<file path="config.mk">
export PLATFORM = sky130hd
export DESIGN_NAME = light_channel_trigger_control
export DESIGN_NICKNAME = d
export VERILOG_FILES = /design/src/include/light_channel_pkg.sv /design/src/hw/trigger_edge_detect.sv /design/src/hw/light_channel_trigger_control.sv
export SDC_FILE = /design/constraint.sdc
export NUM_CORES = 1
export LEC_CHECK = 0
export BUFFER_PORTS_ARGS = -buffer_cell sky130_fd_sc_hd__clkbuf_2
export CAP_MARGIN = 20
export CORE_MARGIN = 2
export CORE_UTILIZATION = 40
export CTS_CLUSTER_SIZE = 10
export DETAILED_ROUTE_END_ITERATION = 7
export HOLD_SLACK_MARGIN = 0.08
export PLACE_DENSITY = 0.62
export RECOVER_POWER = 50
export SYNTH_ARGS = -nofsm -noshare
export SYNTH_HDL_FRONTEND = slang
export SYNTH_SLANG_ARGS = --single-unit
</file>
<file path="constraint.sdc">
create_clock -name aclk -period 10.56 [get_ports aclk]
set_input_delay 2.112 -clock aclk [delete_from_list [all_inputs] [get_ports aclk]]
set_output_delay 2.112 -clock aclk [all_outputs]
set_load 0.02 [all_outputs]
</file>
<file path="src/include/light_channel_pkg.sv">
// Purpose: Shared constants and types for the light channel control block
// Assumes: 10 MHz system clock, AXI4-Lite register access with 32-bit data
// Notes: Currents are in mA, monitor levels in mV
package light_channel_pkg;
	// Register byte offsets
	localparam logic [7:0] OFF_CTRL = 8'h00;
	localparam logic [7:0] OFF_SETPOINT = 8'h04;
	localparam logic [7:0] OFF_STATUS = 8'h08;
	localparam logic [7:0] OFF_SEQ = 8'h0c;
	localparam logic [7:0] OFF_CLEAR = 8'h10;
	localparam logic [7:0] OFF_STEP = 8'h14;
	// Control field positions
	localparam int CTRL_MODE_LSB = 0;
	localparam int CTRL_GATED = 3;
	localparam int CTRL_TMODE_LSB = 4;
	localparam int CTRL_REPEAT = 6;
	localparam int CTRL_DIG_MON = 7;
	localparam int CTRL_LOW_POWER = 8;
	localparam int CTRL_OVERDRIVE = 9;
	localparam int CTRL_MANUAL_ON = 10;
	localparam int CTRL_W = 11;
	localparam logic [10:0] CTRL_RESET = 11'h000;
	localparam logic [15:0] SETPOINT_RESET = 16'h0000;
	localparam logic [15:0] SEQ_LEN_RESET = 16'h0000;
	localparam logic [15:0] SEQ_ON_RESET = 16'h0000;
	// Channel modes
	localparam logic [2:0] MODE_CONST = 3'h0;
	localparam logic [2:0] MODE_EXT_DIG = 3'h1;
	localparam logic [2:0] MODE_EXT_ANALOG = 3'h2;
	localparam logic [2:0] MODE_SQUARE = 3'h3;
	localparam logic [2:0] MODE_COMPLEX = 3'h4;
	localparam logic [2:0] MODE_CUSTOM = 3'h5;
	// Trigger modes
	localparam logic [1:0] TMODE_UNINT = 2'h0;
	localparam logic [1:0] TMODE_PAUSE = 2'h1;
	localparam logic [1:0] TMODE_CONT = 2'h2;
	localparam logic [1:0] TMODE_RESTART = 2'h3;
	// Current scaling
	localparam logic [15:0] NORMAL_MAX_MA = 16'h07d0;
	localparam logic [15:0] OVERDRIVE_MAX_MA = 16'h0fa0;
	localparam logic [15:0] LOW_POWER_DIV = 16'h000a;
	localparam logic [15:0] MON_HIGH_MV = 16'h1388;
	localparam logic [18:0] MV_PER_MA_X2 = 19'h0_0005;
	// Sequence step timing
	localparam int CLK_MHZ = 10;
	localparam int STEP_TIME_US = 1000;
	localparam int STEP_CYCLES = STEP_TIME_US * CLK_MHZ;
	// AXI responses
	localparam logic [1:0] RESP_OKAY = 2'h0;
	localparam logic [1:0] RESP_SLVERR = 2'h2;
	// Channel sequence states
	typedef enum logic [2:0] {ST_IDLE, ST_RUN, ST_PAUSED, ST_BLANK, ST_DONE} chan_state_e;
endpackage

</file>
<file path="src/hw/trigger_edge_detect.sv">
// Purpose: Synchronise the trigger input and flag its edges
// Assumes: Trigger level holds for at least two clock cycles
// Notes: First stage feeds the second stage and the edge flags
`timescale 1ns/10ps
module trigger_edge_detect (
	input wire logic aclk,
	input wire logic aresetn,
	input wire logic trig_in,
	output logic level,
	output logic rise,
	output logic fall
);
	logic meta;
	logic prev;

	// Two-stage synchroniser, edges from both stages, then one delay stage
	always_ff @(posedge aclk) begin
		if (!aresetn) begin
			meta <= 1'b0;
			level <= 1'b0;
			prev <= 1'b0;
			rise <= 1'b0;
			fall <= 1'b0;
		end else begin
			meta <= trig_in;
			level <= meta;
			prev <= level;
			rise <= meta & ~level;
			fall <= ~meta & level;
		end
	end

	// Edge pulses last one cycle
	a_rise_single: assert property (@(posedge aclk) disable iff (!aresetn) rise |=> !rise)
		else $error("rise pulse longer than one cycle");
	a_fall_level: assert property (@(posedge aclk) disable iff (!aresetn) fall |-> !level ##1 !prev)
		else $error("fall pulse not matched by level");
endmodule // trigger_edge_detect

</file>
<file path="src/hw/light_channel_trigger_control.sv">
// Purpose: Channel mode, trigger sequencing and current scaling for a light driver
// Assumes: Registers over AXI4-Lite, trigger and analog inputs synchronous-safe
// Notes: Waveform detail reduced to a step counter with an on-window
// Function
// - Triggered type stops on next rising edge; gated type stops on falling edge.
// - Uninterrupted mode starts on high level and ignores triggers while running.
// - With repeat, a finished sequence restarts on the next trigger pulse.
// - Uninterrupted mode is allowed with triggered type only.
// - Pause mode freezes on stop event and resumes on next rising edge.
// - Continue mode blanks output on stop event while step timing advances.
// - Restart mode stops on stop event and restarts from step zero.
// - Restart mode relaunches a completed sequence on the next trigger pulse.
// - Unsupported trigger mode and type combinations are rejected, not applied.
// - Digital monitor drives 5 V whenever drive current is above zero.
// - Low power divides current by ten; monitor keeps 400 mA/V scale.
// - External analog mode pins setpoint at maximum and ignores setpoint writes.
// - Constant mode drives setpoint, starts manually only, shows its indicator.
// - External digital mode follows trigger input and shows its indicator.
// - Non-sequence modes ignore all sequence parameters.
// - Six channel modes are selectable.
// - Overdrive on a compatible source lifts the normal current limit.
//
// Our own choices: the AXI4-Lite slave port and the register offsets.
`timescale 1ns/10ps
module light_channel_trigger_control #(
	parameter int STEP_CYCLES = light_channel_pkg::STEP_CYCLES
) (
	input wire logic aclk,
	input wire logic aresetn,
	input wire logic [7:0] s_axi_awaddr,
	input wire logic s_axi_awvalid,
	output logic s_axi_awready,
	input wire logic [31:0] s_axi_wdata,
	input wire logic [3:0] s_axi_wstrb,
	input wire logic s_axi_wvalid,
	output logic s_axi_wready,
	output logic [1:0] s_axi_bresp,
	output logic s_axi_bvalid,
	input wire logic s_axi_bready,
	input wire logic [7:0] s_axi_araddr,
	input wire logic s_axi_arvalid,
	output logic s_axi_arready,
	output logic [31:0] s_axi_rdata,
	output logic [1:0] s_axi_rresp,
	output logic s_axi_rvalid,
	input wire logic s_axi_rready,
	input wire logic trig_in,
	input wire logic [15:0] analog_in_ma,
	input wire logic overdrive_capable,
	output logic light_on,
	output logic [15:0] drive_current_ma,
	output logic [15:0] monitor_mv,
	output logic monitor_digital,
	output logic constant_output_indicator,
	output logic external_digital_follow_indicator
);
	// Register state
	logic [10:0] ctrl;
	logic [15:0] setpoint;
	logic [15:0] seq_len;
	logic [15:0] seq_on;
	logic cfg_error;
	logic [7:0] aw_addr;
	logic [31:0] w_data;
	logic [3:0] w_strb;
	logic aw_held;
	logic w_held;
	// Sequence state
	light_channel_pkg::chan_state_e state;
	light_channel_pkg::chan_state_e next_state;
	logic [15:0] step;
	logic [15:0] next_step;
	logic [15:0] div_cnt;
	logic tick;
	logic trig_level;
	logic trig_rise;
	logic trig_fall;

	// Byte-lane merge for partial writes
	function automatic logic [31:0] merge(input logic [31:0] old, input logic [31:0] d, input logic [3:0] s);
		logic [31:0] r;
		r = old;
		for (int i = 0; i < 4; i++) begin
			if (s[i]) begin
				r[i*8 +: 8] = d[i*8 +: 8];
			end
		end
		return r;
	endfunction

	trigger_edge_detect u_edge (
		.aclk(aclk),
		.aresetn(aresetn),
		.trig_in(trig_in),
		.level(trig_level),
		.rise(trig_rise),
		.fall(trig_fall)
	);

	// Control field decode
	wire [2:0] mode = ctrl[light_channel_pkg::CTRL_MODE_LSB +: 3];
	wire gated = ctrl[light_channel_pkg::CTRL_GATED];
	wire [1:0] tmode = ctrl[light_channel_pkg::CTRL_TMODE_LSB +: 2];
	wire repeat_en = ctrl[light_channel_pkg::CTRL_REPEAT];
	wire dig_mon = ctrl[light_channel_pkg::CTRL_DIG_MON];
	wire low_power = ctrl[light_channel_pkg::CTRL_LOW_POWER];
	wire overdrive = ctrl[light_channel_pkg::CTRL_OVERDRIVE] & overdrive_capable;
	wire manual_on = ctrl[light_channel_pkg::CTRL_MANUAL_ON];
	wire seq_mode = (mode >= light_channel_pkg::MODE_SQUARE) && (mode <= light_channel_pkg::MODE_CUSTOM);

	// Write path decode
	wire wr_fire = aw_held & w_held & ~s_axi_bvalid;
	wire wr_ctrl = aw_addr == light_channel_pkg::OFF_CTRL;
	wire wr_set = aw_addr == light_channel_pkg::OFF_SETPOINT;
	wire wr_seq = aw_addr == light_channel_pkg::OFF_SEQ;
	wire wr_clr = aw_addr == light_channel_pkg::OFF_CLEAR;
	wire wr_map = wr_ctrl | wr_set | wr_seq | wr_clr | (aw_addr == light_channel_pkg::OFF_STATUS)
		| (aw_addr == light_channel_pkg::OFF_STEP);
	wire [31:0] ctrl_merged = merge({21'h00_0000, ctrl}, w_data, w_strb);
	wire [31:0] set_merged = merge({16'h0000, setpoint}, w_data, w_strb);
	wire [31:0] seq_merged = merge({seq_on, seq_len}, w_data, w_strb);
	wire [1:0] new_tmode = ctrl_merged[light_channel_pkg::CTRL_TMODE_LSB +: 2];
	wire new_gated = ctrl_merged[light_channel_pkg::CTRL_GATED];
	wire [2:0] new_mode = ctrl_merged[light_channel_pkg::CTRL_MODE_LSB +: 3];
	wire ctrl_ok = !((new_tmode == light_channel_pkg::TMODE_UNINT) && new_gated)
		&& (new_mode <= light_channel_pkg::MODE_CUSTOM);
	wire ctrl_write = wr_fire & wr_ctrl & ctrl_ok;
	wire ctrl_reject = wr_fire & wr_ctrl & ~ctrl_ok;
	wire clr_error = wr_fire & wr_clr & w_strb[0] & w_data[0];

	// Write address and data capture, either order
	always_ff @(posedge aclk) begin
		if (!aresetn) begin
			aw_held <= 1'b0;
			w_held <= 1'b0;
			aw_addr <= 8'h00;
			w_data <= 32'h0000_0000;
			w_strb <= 4'h0;
			s_axi_awready <= 1'b1;
			s_axi_wready <= 1'b1;
		end else begin
			if (s_axi_awvalid && s_axi_awready) begin
				aw_held <= 1'b1;
				aw_addr <= s_axi_awaddr;
				s_axi_awready <= 1'b0;
			end
			if (s_axi_wvalid && s_axi_wready) begin
				w_held <= 1'b1;
				w_data <= s_axi_wdata;
				w_strb <= s_axi_wstrb;
				s_axi_wready <= 1'b0;
			end
			if (s_axi_bvalid && s_axi_bready) begin
				aw_held <= 1'b0;
				w_held <= 1'b0;
				s_axi_awready <= 1'b1;
				s_axi_wready <= 1'b1;
			end
		end
	end

	// Write response and register update
	always_ff @(posedge aclk) begin
		if (!aresetn) begin
			s_axi_bvalid <= 1'b0;
			s_axi_bresp <= light_channel_pkg::RESP_OKAY;
			ctrl <= light_channel_pkg::CTRL_RESET;
			setpoint <= light_channel_pkg::SETPOINT_RESET;
			seq_len <= light_channel_pkg::SEQ_LEN_RESET;
			seq_on <= light_channel_pkg::SEQ_ON_RESET;
			cfg_error <= 1'b0;
		end else begin
			if (wr_fire) begin
				s_axi_bvalid <= 1'b1;
				s_axi_bresp <= (!wr_map || ctrl_reject) ? light_channel_pkg::RESP_SLVERR : light_channel_pkg::RESP_OKAY;
			end else if (s_axi_bready) begin
				s_axi_bvalid <= 1'b0;
			end
			if (ctrl_write) begin
				ctrl <= ctrl_merged[light_channel_pkg::CTRL_W-1:0];
			end
			if (mode == light_channel_pkg::MODE_EXT_ANALOG) begin
				setpoint <= light_channel_pkg::NORMAL_MAX_MA;
			end else if (wr_fire && wr_set) begin
				setpoint <= set_merged[15:0];
			end
			if (wr_fire && wr_seq) begin
				{seq_on, seq_len} <= seq_merged;
			end
			// Set wins over clear
			cfg_error <= ctrl_reject | (cfg_error & ~clr_error);
		end
	end

	// Read data select
	wire [7:0] status_bits = {cfg_error, external_digital_follow_indicator, constant_output_indicator, trig_level,
		light_on, state};
	wire [31:0] rd_word = (s_axi_araddr == light_channel_pkg::OFF_CTRL) ? {21'h00_0000, ctrl} :
		(s_axi_araddr == light_channel_pkg::OFF_SETPOINT) ? {16'h0000, setpoint} :
		(s_axi_araddr == light_channel_pkg::OFF_STATUS) ? {drive_current_ma, 8'h00, status_bits} :
		(s_axi_araddr == light_channel_pkg::OFF_SEQ) ? {seq_on, seq_len} :
		(s_axi_araddr == light_channel_pkg::OFF_STEP) ? {16'h0000, step} : 32'h0000_0000;
	wire rd_map = (s_axi_araddr == light_channel_pkg::OFF_CTRL) || (s_axi_araddr == light_channel_pkg::OFF_SETPOINT)
		|| (s_axi_araddr == light_channel_pkg::OFF_STATUS) || (s_axi_araddr == light_channel_pkg::OFF_SEQ)
		|| (s_axi_araddr == light_channel_pkg::OFF_STEP) || (s_axi_araddr == light_channel_pkg::OFF_CLEAR);

	// Read channel
	always_ff @(posedge aclk) begin
		if (!aresetn) begin
			s_axi_arready <= 1'b1;
			s_axi_rvalid <= 1'b0;
			s_axi_rdata <= 32'h0000_0000;
			s_axi_rresp <= light_channel_pkg::RESP_OKAY;
		end else if (s_axi_arvalid && s_axi_arready) begin
			s_axi_arready <= 1'b0;
			s_axi_rvalid <= 1'b1;
			s_axi_rdata <= rd_word;
			s_axi_rresp <= rd_map ? light_channel_pkg::RESP_OKAY : light_channel_pkg::RESP_SLVERR;
		end else if (s_axi_rvalid && s_axi_rready) begin
			s_axi_arready <= 1'b1;
			s_axi_rvalid <= 1'b0;
		end
	end

	// Step timebase divider
	always_ff @(posedge aclk) begin
		if (!aresetn) begin
			div_cnt <= 16'h0000;
			tick <= 1'b0;
		end else begin
			tick <= div_cnt == 16'(STEP_CYCLES - 1);
			div_cnt <= (div_cnt == 16'(STEP_CYCLES - 1)) ? 16'h0000 : div_cnt + 16'h0001;
		end
	end

	// Sequence event decode
	wire stop_ev = gated ? trig_fall : trig_rise;
	wire step_last = (seq_len != 16'h0000) && (step == seq_len - 16'h0001);
	wire unint = tmode == light_channel_pkg::TMODE_UNINT;
	wire start_ev = unint ? trig_level : trig_rise;
	wire relaunch = repeat_en | (tmode == light_channel_pkg::TMODE_RESTART);
	wire [15:0] step_inc = tick ? step + 16'h0001 : step;

	// Sequence state machine
	always_comb begin
		next_state = state;
		next_step = step;
		if (!seq_mode || ctrl_write) begin
			next_state = light_channel_pkg::ST_IDLE;
			next_step = 16'h0000;
		end else begin
			case (state)
				light_channel_pkg::ST_IDLE: begin
					if (start_ev) begin
						next_state = light_channel_pkg::ST_RUN;
						next_step = 16'h0000;
					end
				end
				light_channel_pkg::ST_RUN: begin
					if (tick && step_last) begin
						next_state = light_channel_pkg::ST_DONE;
					end else if (!unint && stop_ev) begin
						case (tmode)
							light_channel_pkg::TMODE_PAUSE: next_state = light_channel_pkg::ST_PAUSED;
							light_channel_pkg::TMODE_CONT: begin
								next_state = light_channel_pkg::ST_BLANK;
								next_step = step_inc;
							end
							default: begin
								next_state = light_channel_pkg::ST_IDLE;
								next_step = 16'h0000;
							end
						endcase
					end else begin
						next_step = step_inc;
					end
				end
				light_channel_pkg::ST_PAUSED: begin
					if (trig_rise) begin
						next_state = light_channel_pkg::ST_RUN;
					end
				end
				light_channel_pkg::ST_BLANK: begin
					if (tick && step_last) begin
						next_state = light_channel_pkg::ST_DONE;
					end else begin
						next_step = step_inc;
						if (trig_rise) begin
							next_state = light_channel_pkg::ST_RUN;
						end
					end
				end
				light_channel_pkg::ST_DONE: begin
					if (trig_rise && relaunch) begin
						next_state = light_channel_pkg::ST_RUN;
						next_step = 16'h0000;
					end
				end
				default: next_state = light_channel_pkg::ST_IDLE;
			endcase
		end
	end

	always_ff @(posedge aclk) begin
		if (!aresetn) begin
			state <= light_channel_pkg::ST_IDLE;
			step <= 16'h0000;
		end else begin
			state <= next_state;
			step <= next_step;
		end
	end

	// Output enable per mode
	wire seq_light = (state == light_channel_pkg::ST_RUN) && (step < seq_on);
	wire next_light = (mode == light_channel_pkg::MODE_CONST) ? manual_on :
		(mode == light_channel_pkg::MODE_EXT_DIG) ? trig_level :
		(mode == light_channel_pkg::MODE_EXT_ANALOG) ? 1'b1 : seq_light;
	// Current scaling and limiting
	wire [15:0] base_ma = (mode == light_channel_pkg::MODE_EXT_ANALOG) ? analog_in_ma : setpoint;
	wire [15:0] scaled_ma = low_power ? base_ma / light_channel_pkg::LOW_POWER_DIV : base_ma;
	wire [15:0] limit_ma = overdrive ? light_channel_pkg::OVERDRIVE_MAX_MA :
		low_power ? light_channel_pkg::NORMAL_MAX_MA / light_channel_pkg::LOW_POWER_DIV :
		light_channel_pkg::NORMAL_MAX_MA;
	wire [15:0] next_drive = !next_light ? 16'h0000 : (scaled_ma > limit_ma) ? limit_ma : scaled_ma;
	wire [18:0] mv_x2 = {3'h0, next_drive} * light_channel_pkg::MV_PER_MA_X2;
	wire next_mon_dig = next_drive != 16'h0000;
	wire [15:0] next_mon = dig_mon ? (next_mon_dig ? light_channel_pkg::MON_HIGH_MV : 16'h0000) : mv_x2[16:1];

	// Registered outputs
	always_ff @(posedge aclk) begin
		if (!aresetn) begin
			light_on <= 1'b0;
			drive_current_ma <= 16'h0000;
			monitor_mv <= 16'h0000;
			monitor_digital <= 1'b0;
			constant_output_indicator <= 1'b0;
			external_digital_follow_indicator <= 1'b0;
		end else begin
			light_on <= next_light;
			drive_current_ma <= next_drive;
			monitor_mv <= next_mon;
			monitor_digital <= dig_mon & next_mon_dig;
			constant_output_indicator <= mode == light_channel_pkg::MODE_CONST;
			external_digital_follow_indicator <= mode == light_channel_pkg::MODE_EXT_DIG;
		end
	end

	a_analog_setpoint: assert property (@(posedge aclk) disable iff (!aresetn)
		(mode == light_channel_pkg::MODE_EXT_ANALOG) |=> (setpoint == light_channel_pkg::NORMAL_MAX_MA))
		else $error("setpoint not pinned in analog mode");
	a_unint_ignore: assert property (@(posedge aclk) disable iff (!aresetn)
		(state == light_channel_pkg::ST_RUN) && unint && trig_rise && !ctrl_write && seq_mode
		|=> (state == light_channel_pkg::ST_RUN) || (state == light_channel_pkg::ST_DONE))
		else $error("uninterrupted run disturbed by trigger");
	a_gated_stop: assert property (@(posedge aclk) disable iff (!aresetn)
		(state == light_channel_pkg::ST_RUN) && gated && trig_fall && !unint |=> (state != light_channel_pkg::ST_RUN))
		else $error("gated sequence not stopped by falling edge");
	a_pause_freeze: assert property (@(posedge aclk) disable iff (!aresetn)
		(state == light_channel_pkg::ST_PAUSED) && ($past(state) == light_channel_pkg::ST_PAUSED) |-> $stable(step))
		else $error("step moved while paused");
	a_blank_dark: assert property (@(posedge aclk) disable iff (!aresetn)
		(state == light_channel_pkg::ST_BLANK) && seq_mode |=> !light_on && (drive_current_ma == 16'h0000))
		else $error("output on while blanked");
	a_restart_zero: assert property (@(posedge aclk) disable iff (!aresetn)
		(state == light_channel_pkg::ST_RUN) && ($past(state) != light_channel_pkg::ST_RUN)
		&& ($past(state) != light_channel_pkg::ST_PAUSED) && ($past(state) != light_channel_pkg::ST_BLANK)
		|-> (step == 16'h0000))
		else $error("fresh start not at step zero");
	a_current_limit: assert property (@(posedge aclk) disable iff (!aresetn)
		##1 (drive_current_ma <= $past(limit_ma)))
		else $error("drive current above limit");
	a_digital_mon: assert property (@(posedge aclk) disable iff (!aresetn)
		monitor_digital |-> (monitor_mv == light_channel_pkg::MON_HIGH_MV) && (drive_current_ma != 16'h0000))
		else $error("digital monitor inconsistent with drive");
	a_const_manual: assert property (@(posedge aclk) disable iff (!aresetn)
		(mode == light_channel_pkg::MODE_CONST) && !manual_on |=> !light_on)
		else $error("constant mode lit without manual start");
	a_no_gated_unint: assert property (@(posedge aclk) disable iff (!aresetn)
		!(unint && gated))
		else $error("uninterrupted mode with gated type");
endmodule // light_channel_trigger_control

</file>
==> results.cfg, run 1 <==
[timing]
max_slew_margin = -0.219
period_share = 0.920
setup-tns-final_ns = 0
drv_slew = 80
fmax_ghz = 0.103
tightest_slew_ns = 1.83
skew_ns = 0.0190
period_minus_slack_ns = 9.71
finalHoldViolations = 0
rsz0062_at_grt = false
setup_violations = 0

[clocking]
clk_pin_slew_ns = 0.05
cts_setup_buffers = 0
cts_tree = built
numCtsBuffers = 26
clockBufferDepth = 3
clock_latency_ns = 0.54
postCtsHoldBufs = 0
htreeDepth = 1
cts_root_buf = clkbuf_16
cts_num_sinks = 221
post_cts_resized = 0

[yosys]
synthCells = 1702
syn-cell-area_mm2 = 0.0134
synth_top_family_by_area = simple AND/OR/NAND/NOR gates
synth_xor_area_frac = 0.0406
synthAdderAreaFrac = 0.0548
synthMuxAreaShare = 0.0759
synthSimpleGateAreaFrac = 0.243
yosysUniqueCellTypes = 101
synth-seq-area-share = 0.331
yosys_warnings = 0
syn_avg_cell_area_um2 = 7.86
async_reset_ff_frac = 0
synth_compound_area_frac = 0.202
synth-seq-cells = 221
synth-edff-count = 0
yosys_most_used_dff = dfxtp_1

[setup_path]
cp_common_cell = a21oi_1
startpoint = analog_in_ma[13]
max_stage_delay_ns = 0.61
slowest_stage = nor4b_1
worstPathMaxFanout = 20
critical_path.startpoint_type = input port
path_delay_family = compound AO/OA/AOI/OAI gates
crit_path_end_kind = register
critPathArrivalTime_ns = 10.11
r2r-start = ctrl[1]
required_ns = 10.95
path_buf_inv = 3
critPathKind = in -> reg

[floorplanning]
num_rows = 66
io_pins = 154
die_x_um = 187
core_area_mm2 = 0.0327
start_util = 0.409
die_y_um = 187
dieArea_mm2 = 0.0349

[routing]
vias = 12751
wirelength_mm = 40.8
initialDrtViolationCount = 1247
drcViolationCount = 0
via_per_inst = 5.66
firstDrtPassIters = 6
wl_per_cell_um = 18.1
ant_nets = 0

[final_layout]
syn2layout_area_growth_pct = 12.4
finalInstanceArea_mm2 = 0.0150
drive_above_1_share = 0.0911
nFillCells = 3405
fin_util = 0.460
antenna_cells = 0
layout_commonest_cell = nand2_1
multi_input_area_mm2 = 0.00830
final_cell_mix = nand2_1, dfxtp_1, nor2_1
nets = 1940
area.sequential_mm2 = 0.00442

[pwr]
power_density_mw_per_mm2 = 118
p_leak_uw = 0.00583
ir_drop_mv = 0.106

[placed_design]
io_buffer_count = 151
gp_congestion = 0.925
place_hpwl_mm = 30.4
place_area_mm2 = 0.0144

[global_route]
grt_pass1_wl_mm = 64.2
overflow = 0
track_usage = 0.225
first_global_vias = 11639
antenna_found_initial = 0
grt_start_max_net_pins = 83

[run]
maxCapViolations = 2

[outcome]
status = complete, but fails checks
violations = max-capacitance violations, max-slew violations

[hold_path]
hp-class = reg -> reg
hp-start = u_edge.meta
[power breakdown]
part	internal, uW	leakage (uW)	switching, uW
registers	856	0.00180	19.7
clock network	452	0.000347	333
logic	40.1	0.00369	77.4
total	1350	0.00583	430
[layer usage]
metal | vias up | GRT usage | part of all wire
li1 | 6274 | - | -
met1 | 6005 | 0.310 | 0.45
met2 | 409 | 0.374 | 0.46
met3 | 63 | 0.0311 | 0.062
met4 | 0 | 0.0501 | 0.021
met5 | - | 0 | 0
[registers in the layout, summed over array words and instances, names as in the netlist, 3 cells and up, named ones only]
signal            cells
w_strb                4
ctrl                 10
drive_current_ma     16
w_data               32
s_axi_rdata          32
state                 3
aw_addr               8
monitor_mv           16
setpoint             16
step                 16
seq_on               16
div_cnt              16
seq_len              16
[path summary, 6_finish.rpt]
kind	cells after the start	endpoint	slack, ns
max	35	monitor_mv[13]	0.85
min	1	u_edge.fall	0.41
max reg2reg	37	monitor_mv[13]	1.55
min reg2reg	1	u_edge.fall	0.41
[layout make-up]
cell class | instances | share of cell area
multi-input cells | 1330 | 0.552
flip-flops and latches | 221 | 0.294
repair buffers | 177 | 0.0567
clock buffers | 34 | 0.0459
well taps | 442 | 0.0368
inverters | 49 | 0.0123
clock inverters | 1 | 0.00200
[synth_stat cells (15+ instances only)]
library cell / count / area share
a221oi_1: 15 / 0.0098
mux2i_1: 94 / 0.070
a21oi_1: 170 / 0.064
and2_1: 16 / 0.0075
nor3_1: 52 / 0.019
nand2_1: 252 / 0.071
dfxtp_1: 221 / 0.33
nand3_1: 47 / 0.018
inv_1: 48 / 0.013
clkbuf_1: 79 / 0.022
buf_2: 17 / 0.0064
a21o_1: 20 / 0.011
nor2_1: 171 / 0.048
ha_1: 57 / 0.053
xnor2_1: 35 / 0.023
and3_1: 15 / 0.0070
o21ai_0: 52 / 0.019
or3_1: 15 / 0.0070
nand4_1: 29 / 0.014
xor2_1: 27 / 0.018
a211oi_1: 20 / 0.011
[worst reg2reg max path: cells and delay by family (launching register included)]
| family | cells | cell delay (ns) |
|---|---|---|
| fa+ha+maj | 3 | 0.79 |
| xor+xnor | 1 | 0.15 |
| simple gates | 7 | 1.63 |
| compound gates | 20 | 4.39 |
| buf+inv | 4 | 0.88 |
| mux | 2 | 0.72 |
| flops | 1 | 0.32 |
[metrics by stage]
step                total power, uW  cells  worst slack (ns)  hold slack (ns)
finish                         1780   2254             0.845            0.407
CTS                            1800   2252             0.898            0.407
floorplan                       965   1713              1.40            0.382
global placement               1010   2217             0.753            0.403
global route                   1850   2254             0.176            0.425
detailed placement             1010   2217             0.371            0.398
[cells by family (layout without fill, tap and decap cells)]
logic type,count (synthesis),in the layout
AND/OR/NAND/NOR,688,688
AO/OA/AOI/OAI,410,410
flip-flops,221,221
buffers and inverters,162,261
multiplexers,100,100
XOR/XNOR,62,62
adder cells (fa/ha/maj),58,58
other,1,12
(Power assumes the default switching activity.)
==> run 2: changes to the inputs <==
MAX_ROUTING_LAYER = met4   (was default)
clock period = 11.5 ns   (was 10.56 ns; I/O delays follow)
==> results.cfg, run 2 (same netlist as run 1, synthesis figures left out) <==
[floorplanning]
core_area_mm2 = 0.0327
die_x_um = 187
io_pins = 154
die_y_um = 187
dieArea_mm2 = 0.0349
start_util = 0.409
num_rows = 66

[pwr]
p_leak_uw = 0.00580
ir_drop_mv = 0.102
power_density_mw_per_mm2 = 109

[routing]
top_layer_used = met4
wl_per_cell_um = 18.2
route.met3.wl_mm = 2.36
drt-met1-wl_mm = 18.9
wl_met2_mm = 18.4
ant_nets = 0
drcViolationCount = 0
firstDrtPassIters = 7
via_per_inst = 5.59
wirelength_mm = 40.9
initialDrtViolationCount = 1081
vias = 12554

[placed_design]
gp_congestion = 0.905
io_buffer_count = 151
place_area_mm2 = 0.0144
place_hpwl_mm = 30.5
placedCellCount = 2214

[global_route]
overflow = 0
track_usage = 0.233
first_global_vias = 11744
antenna_found_initial = 0
grt_start_max_net_pins = 87
grt_pass1_wl_mm = 64.5

[final_layout]
drive_above_1_share = 0.0886
antenna_cells = 0
largest_registers = s_axi_rdata x32, w_data x32
finalInstanceArea_mm2 = 0.0150
fin_util = 0.459
nets = 1935
syn2layout_area_growth_pct = 12.1
fin_cells = 2247
final_cell_mix = nand2_1, dfxtp_1, nor2_1
layout_commonest_cell = nand2_1

[clocking]
clk_pin_slew_ns = 0.05
clock_latency_ns = 0.55
cts_root_buf = clkbuf_16
clockBufferDepth = 3
cts_setup_buffers = 0
cts_tree = built
post_cts_resized = 0
postCtsHoldBufs = 0
numCtsBuffers = 26
cts_num_sinks = 221
htreeDepth = 1

[timing]
tightest_slew_ns = 1.83
drv_slew = 76
period_share = 0.887
period_minus_slack_ns = 10.20
rsz0062_at_grt = false
fmax_ghz = 0.0981
setup_violations = 0
finalHoldViolations = 0
max_slew_margin = -0.219
skew_ns = 0.0164
setup-tns-final_ns = 0
whs_ns = 0.409

[hold_path]
whs_endpoint = u_edge.fall
hp-class = reg -> reg
whs_path_depth = 1
hp-start = u_edge.meta

[setup_path]
r2r-start = ctrl[2]
crit_path_end_kind = register
slowest_stage = o211ai_1
path_buf_inv = 4
path_delay_family = compound AO/OA/AOI/OAI gates
cp_common_cell = a21oi_1
worstPathMaxFanout = 15
critical_path.startpoint_type = input port
max_stage_delay_ns = 0.50
cp.depth = 38
reg2reg_depth = 37
required_ns = 11.91
critPathKind = in -> reg
r2r-end = monitor_mv[13]
critPathArrivalTime_ns = 10.61
r2r_setup_slack_ns = 2.22

[outcome]
violations = max-capacitance violations, max-slew violations
status = complete, but fails checks

[run]
maxCapViolations = 2
==> run 2: worst max path at each step <==
stage / start / end / slack (ns)
2_1_floorplan: analog_in_ma[13] / monitor_mv[13] / 2.16
3_3_place_gp: analog_in_ma[10] / monitor_mv[13] / 1.17
3_5_place_dp: analog_in_ma[10] / monitor_mv[13] / 0.89
4_1_cts: analog_in_ma[10] / monitor_mv[13] / 1.42
6_report: analog_in_ma[10] / monitor_mv[13] / 1.30
5_1_grt: analog_in_ma[10] / monitor_mv[13] / 0.57
==> run 2: per-stage QoR <==
step,total power [uW],worst slack (ns)
floorplan,886,2.16
global placement,929,1.17
detailed placement,930,0.891
CTS,1650,1.42
global route,1690,0.575
finish,1630,1.30
==> run 2: area by class of cell <==
cell class	instances	area [um^2]
well taps	442	553
flip-flops and latches	221	4420
clock buffers	31	679
repair buffers	172	816
fillers	3373	17700
multi-input cells	1330	8300
clock inverters	2	35.0
inverters	49	185
==> run 2: worst reg2reg max path, delay by kind of cell, from the launching register on <==
| kind | cells | cell delay (ns) |
|---|---|---|
| AO/OA/AOI/OAI | 21 | 4.50 |
| AND/OR/NAND/NOR | 5 | 1.43 |
| multiplexers | 3 | 1.03 |
| buffers and inverters | 4 | 0.93 |
| adder cells (fa/ha/maj) | 3 | 0.82 |
| flip-flops | 1 | 0.30 |
| XOR/XNOR | 1 | 0.15 |
==> run 2: power breakdown <==
part | total, uW | internal (uW) | switching (uW)
logic | 108 | 36.8 | 71.3
registers | 804 | 786 | 18.3
clock network | 718 | 411 | 306
total | 1630 | 1230 | 396
==> run 2: layer usage <==
metal / vias to the layer above / global-route usage
met5: - / -
met3: 74 / 0.0289
met1: 5806 / 0.313
li1: 6270 / -
met2: 404 / 0.365
met4: 0 / 0.0717
==> run 3: changes to the inputs <==
CORE_ASPECT_RATIO = 1.4   (was default)
==> results.cfg, run 3 (same netlist as run 1, synthesis figures left out) <==
[final_layout]
nets = 1932
syn2layout_area_growth_pct = 12.4
final_cell_mix = nand2_1, dfxtp_1, nor2_1
multi_input_area_mm2 = 0.00831
largest_registers = s_axi_rdata x32, w_data x32
layout_commonest_cell = nand2_1
area.sequential_mm2 = 0.00442
antenna_cells = 0
nFillCells = 3340
drive_above_1_share = 0.100

[timing]
setup_violations = 0
fmax_ghz = 0.0983
period_minus_slack_ns = 10.18
period_share = 0.885
whs_ns = 0.407
skew_ns = 0.0165
finalHoldViolations = 0
tightest_slew_ns = 1.92
rsz0062_at_grt = false
setup-tns-final_ns = 0
max_slew_margin = -0.286
drv_slew = 93

[pwr]
power_density_mw_per_mm2 = 109
ir_drop_mv = 0.104
seqPwrFrac = 0.489
comb_power_share = 0.068
p_int_uw = 1250
p_leak_uw = 0.00588
pwr-share-clk = 0.444
switching_power_uw = 396
swShare = 0.241

[floorplanning]
start_util = 0.404
die_x_um = 159
core_area_mm2 = 0.0331
die_y_um = 220
num_rows = 79
dieArea_mm2 = 0.0349
io_pins = 154

[setup_path]
slowest_stage = a211o_1
cp_common_cell = a21oi_1
crit_path_end_kind = register
critPathKind = in -> reg
critical_path.startpoint_type = input port
max_stage_delay_ns = 0.67
required_ns = 11.90
worstPathMaxFanout = 20
path_delay_family = compound AO/OA/AOI/OAI gates
critPathArrivalTime_ns = 10.58
path_buf_inv = 3

[clocking]
cts_num_sinks = 221
clock_latency_ns = 0.54
cts_setup_buffers = 0
numCtsBuffers = 26
postCtsHoldBufs = 0
cts_tree = built
htreeDepth = 1
cts_root_buf = clkbuf_16
clk_pin_slew_ns = 0.06
clockBufferDepth = 3
post_cts_resized = 0

[global_route]
antenna_found_initial = 0
track_usage = 0.250
first_global_vias = 12410
grt_pass1_wl_mm = 67.5
grt_start_max_net_pins = 70
overflow = 0

[placed_design]
place_hpwl_mm = 32.2
gp_congestion = 0.932
io_buffer_count = 151

[outcome]
violations = max-capacitance violations, max-slew violations
status = complete, but fails checks

[routing]
via_per_inst = 5.66
firstDrtPassIters = 5
drcViolationCount = 0
ant_nets = 0
vias = 12721
wl_per_cell_um = 19.0
initialDrtViolationCount = 776
wirelength_mm = 42.6

[run]
maxCapViolations = 2

[hold_path]
hp-class = reg -> reg
==> run 3: cell types whose count changed in the layout (fill, tap and decap cells not counted) <==
| cell | before | now |
|---|---|---|
| clkbuf_1 | 80 | 56 |
| clkbuf_2 | 76 | 99 |
| buf_4 | 20 | 16 |
| clkbuf_8 | 1 | 3 |
| buf_6 | 0 | 1 |
| clkinv_2 | 1 | 0 |
| nor3_1 | 52 | 51 |
| nor3_2 | 1 | 2 |
| or3b_1 | 4 | 5 |
| or3b_2 | 2 | 1 |
==> run 3: cell type report <==
class / count / area share
clock buffers: 32 / 0.0468
clock inverters: 1 / 0.00200
inverters: 49 / 0.0123
multi-input cells: 1330 / 0.553
flip-flops and latches: 221 / 0.294
well taps: 445 / 0.0370
repair buffers: 169 / 0.0549
==> run 3: metrics by stage <==
step,area (um^2),instances,total power [uW],util,setup slack [ns]
2_1_floorplan,13400,1713,886,-,2.16
3_3_place_gp,14400,2212,929,0.433,1.25
3_5_place_dp,14400,2212,931,0.433,0.969
4_1_cts,15100,2245,1660,0.456,1.50
5_1_grt,15000,2247,1700,0.454,0.619
6_report,15000,2247,1640,0.454,1.32
==> run 3: final timing paths <==
path | startpoint | endpoint | slack, ns | cells after the start
setup / recovery | analog_in_ma[13] | monitor_mv[13] | 1.32 | 37
hold / removal | u_edge.meta | u_edge.fall | 0.41 | 1
setup reg to reg | ctrl[1] | monitor_mv[13] | 2.06 | 37
hold reg to reg | u_edge.meta | u_edge.fall | 0.41 | 1
==> run 3: layer usage <==
layer / wire length, um / vias up / track usage
met3: 2180 / 90 / 0.0280
met2: 21500 / 383 / 0.440
met1: 17500 / 6004 / 0.292
li1: - / 6244 / -
met5: 0 / - / -
met4: 1460 / 0 / 0.0901
==> run 3: power groups by stage <==
| stage | registers, uW | logic, uW | clock network, uW |
|---|---|---|---|
| 2_1_floorplan | 822 | 64.1 | 0 |
| 3_3_place_gp | 819 | 111 | 0 |
| 3_5_place_dp | 819 | 111 | 0 |
| 4_1_cts | 803 | 112 | 743 |
| 5_1_grt | 805 | 124 | 773 |
| 6_report | 803 | 111 | 729 |
